<file path="config.mk">
export PLATFORM = sky130hd
export DESIGN_NAME = sptl_driver
export DESIGN_NICKNAME = d
export VERILOG_FILES = /design/src/rtl/sptl_pkg.sv /design/src/rtl/sptl_driver.sv /design/src/rtl/sptl_fifo.sv
export VERILOG_INCLUDE_DIRS = /design/src /design/src/rtl
export SDC_FILE = /design/constraint.sdc
export NUM_CORES = 1
export LEC_CHECK = 0
export BUFFER_PORTS_ARGS = -buffer_cell sky130_fd_sc_hd__buf_2
export CAP_MARGIN = 20
export CELL_PAD_IN_SITES_DETAIL_PLACEMENT = 2
export CELL_PAD_IN_SITES_GLOBAL_PLACEMENT = 2
export CORE_ASPECT_RATIO = 1.75
export CORE_UTILIZATION = 45
export CTS_CLUSTER_DIAMETER = 30
export CTS_CLUSTER_SIZE = 24
export DETAILED_ROUTE_END_ITERATION = 8
export HOLD_SLACK_MARGIN = 0.12
export MAX_ROUTING_LAYER = met4
export PLACE_DENSITY_LB_ADDON = 0.25
export REMOVE_ABC_BUFFERS = 1
export SKIP_CTS_REPAIR_TIMING = 1
export SYNTH_ARGS = -nofsm -noshare
export SYNTH_HDL_FRONTEND = slang
export SYNTH_SLANG_ARGS = --single-unit
</file>
<file path="constraint.sdc">
create_clock -name ref_clk -period 3.95 [get_ports ref_clk]
set_input_delay 0.5925 -clock ref_clk [delete_from_list [all_inputs] [get_ports ref_clk]]
set_output_delay 0.5925 -clock ref_clk [all_outputs]
set_load 0.1 [all_outputs]
</file>
<file path="src/rtl/sptl_map.svh">
// Constants for the 16-channel serial-to-parallel latch driver.
// Assumes a 200 MHz ref_clk; serial pins arrive asynchronously.
`ifndef SPTL_MAP_SVH
`define SPTL_MAP_SVH

`define SPTL_WIDTH 16
`define SPTL_SREG_RESET 16'h0000
`define SPTL_LATCH_RESET 16'h0000
`define SPTL_FIFO_DEPTH 8
`define SPTL_FIFO_AW 3
`define SPTL_CLK_MHZ 200
`define SPTL_SCLK_MAX_KHZ 500
// Least serial clock period in ref_clk cycles
`define SPTL_SCLK_MIN_CYC ((`SPTL_CLK_MHZ * 1000 + `SPTL_SCLK_MAX_KHZ - 1) / `SPTL_SCLK_MAX_KHZ)

`endif

</file>
<file path="src/rtl/sptl_pkg.sv">
// Types for the serial-to-parallel latch driver.
// Assumes sptl_map.svh is on the include path.
`include "sptl_map.svh"
package sptl_pkg;
  typedef logic [`SPTL_WIDTH-1:0] sptl_word_type;
  typedef enum logic [1:0] {
    SPTL_IDLE = 2'b00,
    SPTL_HIGH = 2'b01
  } sptl_sclk_state_type;
endpackage

</file>
<file path="src/rtl/sptl_driver.sv">
// Logic core of the 16-channel serial-to-parallel latch driver.
// Assumes serial pins are asynchronous to ref_clk and sampled here.
`timescale 1ns/1ps
`include "sptl_map.svh"
module sptl_driver (
  input wire logic ref_clk,
  input wire logic rstn,
  input wire logic serial_clk,
  input wire logic data_in,
  input wire logic latch_load_n,
  input wire logic polarity_n,
  output logic data_out,
  output sptl_pkg::sptl_word_type drive_out,
  output logic backplane_out,
  output sptl_pkg::sptl_word_type latch_word,
  output logic word_valid,
  input wire logic word_ready,
  output logic shift_stall
);
  import sptl_pkg::*;

  // ---------------------------------------------
  // Input synchronisers
  // ---------------------------------------------
  logic [3:0] sync_a;
  logic [3:0] sync_b;
  logic sclk_q;
  logic din_s;
  logic le_n_s;
  logic pol_s;

  always_ff @(posedge ref_clk or negedge rstn) begin
    if (!rstn) begin
      sync_a <= 4'h0;
      sync_b <= 4'h0;
      sclk_q <= 1'b0;
    end else begin
      sync_a <= {serial_clk, data_in, latch_load_n, polarity_n};
      sync_b <= sync_a;
      sclk_q <= sync_b[3];
    end
  end

  // Data delayed one stage so it matches the clock edge it was set up for
  logic din_d;
  always_ff @(posedge ref_clk or negedge rstn) begin
    if (!rstn) begin
      din_d <= 1'b0;
    end else begin
      din_d <= sync_b[2];
    end
  end
  assign din_s = din_d;
  assign le_n_s = sync_b[1];
  assign pol_s = sync_b[0];

  logic sclk_rise;
  logic sclk_fall;
  assign sclk_rise = sync_b[3] && !sclk_q;
  assign sclk_fall = !sync_b[3] && sclk_q;

  // ---------------------------------------------
  // Shift register
  // ---------------------------------------------
  sptl_word_type sreg;
  always_ff @(posedge ref_clk or negedge rstn) begin
    if (!rstn) begin
      sreg <= `SPTL_SREG_RESET;
    end else if (sclk_rise) begin
      // Bit 0 is stage one, bit 15 stage sixteen
      sreg <= {sreg[`SPTL_WIDTH-2:0], din_s};
    end
  end

  // Serial output follows stage sixteen on the falling edge only,
  // so the next device sees it stable at its rising edge.
  always_ff @(posedge ref_clk or negedge rstn) begin
    if (!rstn) begin
      data_out <= 1'b0;
    end else if (sclk_fall) begin
      data_out <= sreg[`SPTL_WIDTH-1];
    end
  end

  // ---------------------------------------------
  // Latch
  // ---------------------------------------------
  sptl_word_type latch;
  always_ff @(posedge ref_clk or negedge rstn) begin
    if (!rstn) begin
      latch <= `SPTL_LATCH_RESET;
    end else if (!le_n_s) begin
      latch <= sreg;
    end
    // Held while latch_load_n is high
  end

  // ---------------------------------------------
  // Output drivers
  // ---------------------------------------------
  always_ff @(posedge ref_clk or negedge rstn) begin
    if (!rstn) begin
      drive_out <= ~`SPTL_LATCH_RESET;
      backplane_out <= 1'b1;
    end else begin
      // Only latch and polarity reach the outputs
      drive_out <= pol_s ? latch : ~latch;
      backplane_out <= !pol_s;
    end
  end

  // ---------------------------------------------
  // Latched-word stream
  // ---------------------------------------------
  // Each change of the latch is queued; a stalled consumer raises
  // shift_stall, which the host must honour since pins cannot pause.
  sptl_word_type latch_prev;
  logic push;
  logic fifo_ready;
  always_ff @(posedge ref_clk or negedge rstn) begin
    if (!rstn) begin
      latch_prev <= `SPTL_LATCH_RESET;
    end else if (fifo_ready) begin
      latch_prev <= latch;
    end
  end
  assign push = (latch != latch_prev);
  assign shift_stall = !fifo_ready;

  sptl_fifo #(
    .WIDTH(`SPTL_WIDTH),
    .DEPTH(`SPTL_FIFO_DEPTH),
    .AW(`SPTL_FIFO_AW)
  ) u_fifo (
    .ref_clk(ref_clk),
    .rstn(rstn),
    .in_valid(push),
    .in_ready(fifo_ready),
    .in_data(latch),
    .out_valid(word_valid),
    .out_ready(word_ready),
    .out_data(latch_word)
  );
endmodule

</file>
<file path="src/rtl/sptl_fifo.sv">
// Small synchronous FIFO with valid/ready on both sides.
// Assumes one clock; read data come from a register.
`timescale 1ns/1ps
module sptl_fifo #(
  parameter int WIDTH = 16,
  parameter int DEPTH = 8,
  parameter int AW = 3
) (
  input wire logic ref_clk,
  input wire logic rstn,
  input wire logic in_valid,
  output logic in_ready,
  input wire logic [WIDTH-1:0] in_data,
  output logic out_valid,
  input wire logic out_ready,
  output logic [WIDTH-1:0] out_data
);
  logic [WIDTH-1:0] mem [DEPTH];
  logic [AW-1:0] wptr;
  logic [AW-1:0] rptr;
  logic [AW:0] count;
  logic push;
  logic pop;

  assign in_ready = (count != (AW+1)'(DEPTH));
  assign push = in_valid && in_ready;
  assign pop = out_valid && out_ready;

  // ---------------------------------------------
  // Storage
  // ---------------------------------------------
  always_ff @(posedge ref_clk) begin
    if (push) begin
      mem[wptr] <= in_data;
    end
  end

  always_ff @(posedge ref_clk or negedge rstn) begin
    if (!rstn) begin
      wptr <= '0;
      rptr <= '0;
      count <= '0;
    end else begin
      if (push) begin
        wptr <= wptr + 1'b1;
      end
      if (pop) begin
        rptr <= rptr + 1'b1;
      end
      if (push && !pop) begin
        count <= count + 1'b1;
      end else if (pop && !push) begin
        count <= count - 1'b1;
      end
    end
  end

  // Registered head; refilled after each pop
  always_ff @(posedge ref_clk or negedge rstn) begin
    if (!rstn) begin
      out_valid <= 1'b0;
      out_data <= '0;
    end else if (!out_valid || out_ready) begin
      out_valid <= (count != '0) && !(out_valid && count == (AW+1)'(1));
      out_data <= out_valid ? mem[rptr + 1'b1] : mem[rptr];
    end
  end
endmodule

</file>
==> qor.yml <==
htreeDepth: 2
grt_pass1_wl_um: 41600
worst_slew_pin_slew_ns: 0.984
drc: 0
worstPathArrival_ns: 2.56
antenna_found_initial: 0
antenna_left: 0
syn-cell-area_um2: 10100
hpwl_um: 16800
synth_seq_area_share: 0.639
skew_ns: 0.0211
grt_util_all_layers: 0.259
rows: 72
grt-ovfl-total: 0
wl_met3_um: 853
drv_cap: 0
rsz0062_at_grt: "no"
antenna_cells: 0
critPathRequiredTime_ns: 3.36
slowest_delay_ns: 0.51
clock_path_buffers: 3
topRoutingLayerUsed: "met4"
gp_congestion: 0.758
hold_violations: 0
start_util: 0.456
cts_sinks: 231
grt_max_degree: 65
slew_violations: 0
multi_input_area_um2: 3440
yosysTopAreaCell: "edfxtp_1"
crit_path_frequent_cell: "inv_1"
setup_ws_ns: 0.798
fmax_mhz: 317
ys.flop_type: "edfxtp_1"
core_um2: 22100
place_worst_setup_slack_ns: 0.860
io_buffers: 42
syn_inst: 655
cp_max_fo: 18
crit_path_end_kind: "primary output"
seqCellArea_um2: 6440
die_w_um: 115
max_slew_margin: 0.344
crit_type: "flip-flop to primary output"
synth_cell_types: 38
grt_pass1_vias: 7036
netlist_top_cells_count: "128 x edfxtp_1, 86 x dfrtp_1, 65 x mux2i_1"
setup_tns_ns: 0
synth_most_common_cell: "edfxtp_1"
syn_area_per_cell_um2: 15.4
met2_length_um: 15600
vias: 6023
die_h_um: 200
cts_tree: "done"
final-setup-viol-count: 0
clk-insertion-delay-late_ns: 0.51
die_area_um2: 23000
wl_um: 27200
status: "completed"
wl_met1_um: 9450
synthArstFlopShare: 0.446
cp-start-kind: "flip-flop"
synth_top_area_share: 0.382
drive_gt1_frac: 0.291
ios: 43
area_growth_pct: 17.1
yosys_warnings: 0
wl_per_cell_um: 26.3
ctsRootBufferMaster: "clkbuf_16"
fin_crit_sh: 0.798
slowest_stage: "buf_2"
clk_pin_slew_ns: 0.05
fill_cells: 1954
min_period_ns: 3.15
synth.area.top_cells: "edfxtp_1 38%, dfrtp_1 21%, mux4_2 7.2%, mux2i_1 6.5%, dfstp_2 4.4%"
crit_chain: "inv_1 > ha_1 > nand2_1 > or2_2 > inv_1 > buf_2"
drt_pass1_iterations: 4
vias_per_cell: 5.84
ys_ff_latch: 231
synth-edff-count: 128
drt_iter0_markers: 209
numCtsBuffers: 34
hold_ws_ns: 0.109
hold_class: "input port to async pin"
fin_nets: 725
## critical path, delay by kind of cell (launching register included)
kind,cells,cell delay [ns]
buffers and inverters,3,0.91
and+or+nand+nor,2,0.51
DFF,1,0.45
adders and majority gates,1,0.18
## cell type report
| class | count | area share |
|---|---|---|
| Clock buffer | 39 | 0.0772 |
| Clock inverter | 22 | 0.0202 |
| Inverter | 4 | 0.00127 |
| Multi-Input combinational cell | 377 | 0.291 |
| Sequential cell | 231 | 0.546 |
| Tap cell | 296 | 0.0314 |
| Timing Repair Buffer | 63 | 0.0325 |
## state kept, by name, indices dropped and copies added (netlist names), 4 cells and up
register,count
sync_a,4
sreg,16
u_fifo.count,4
latch_prev,16
drive_out,16
latch,16
sync_b,4
u_fifo.mem,128
u_fifo.out_data,16
## per-layer routing
metal | vias up | global-route usage
li1 | 2584 | -
met1 | 3199 | 0.263
met2 | 160 | 0.480
met3 | 80 | 0.0293
met4 | 0 | 0.141
met5 | - | -
## cells in the final DEF (no fill, tap or decap), types with 6 or more instances in the layout
| cell type | count |
|---|---|
| buf_2 | 41 |
| nor2b_1 | 35 |
| a211oi_1 | 16 |
| dfrtp_1 | 85 |
| a22oi_1 | 32 |
| xnor2_1 | 36 |
| a31oi_1 | 16 |
| edfxtp_1 | 128 |
| buf_4 | 21 |
| a21oi_1 | 18 |
| dfstp_2 | 17 |
| mux2_2 | 35 |
| mux2i_1 | 65 |
| ha_1 | 6 |
| mux4_2 | 32 |
| nand2_1 | 53 |
| clkbuf_16 | 35 |
## metrics by stage
| step | utilization | area, µm² | instances |
|---|---|---|---|
| 3_5_place_dp | 0.482 | 10600 | 971 |
| 5_1_grt | 0.535 | 11800 | 1032 |
| 3_3_place_gp | 0.482 | 10600 | 971 |
| 4_1_cts | 0.535 | 11800 | 1032 |
| 6_report | 0.535 | 11800 | 1032 |
| 2_1_floorplan | - | 9830 | 612 |
## logic make-up after synthesis
| logic type | Yosys count | synth area share |
|---|---|---|
| and+or+nand+nor | 114 | 0.0604 |
| DFF | 231 | 0.639 |
| adders and majority gates | 7 | 0.00869 |
| xor gates and xnor gates | 41 | 0.0356 |
| muxes | 132 | 0.175 |
| AOI/OAI and AO/OA | 83 | 0.0551 |
| buffers and inverters | 47 | 0.0255 |
## worst paths after layout
check                                             from                             end  slack (ns)  depth (start not counted)
setup / recovery           u_fifo.count[0]$_DFFE_PN0P_                     shift_stall        0.80                          6
hold / removal                                    rstn  u_fifo.out_data[7]$_DFFE_PN0P_        0.11                          1
setup reg to reg                  latch[9]$_DFFE_PN0N_     u_fifo.count[3]$_DFFE_PN0P_        0.87                          8
hold reg to reg                    sync_a[0]$_DFF_PN0_             sync_b[0]$_DFF_PN0_        0.35                          0
max in group asynchronous                         rstn         drive_out[11]$_DFF_PN1_        3.04                          2
min in group ref_clk                        polarity_n             sync_a[0]$_DFF_PN0_        0.19                          1
Power is left out: the tool's default activity adds up to more than one toggle a clock period on the data nets, which glitch-free logic cannot reach.
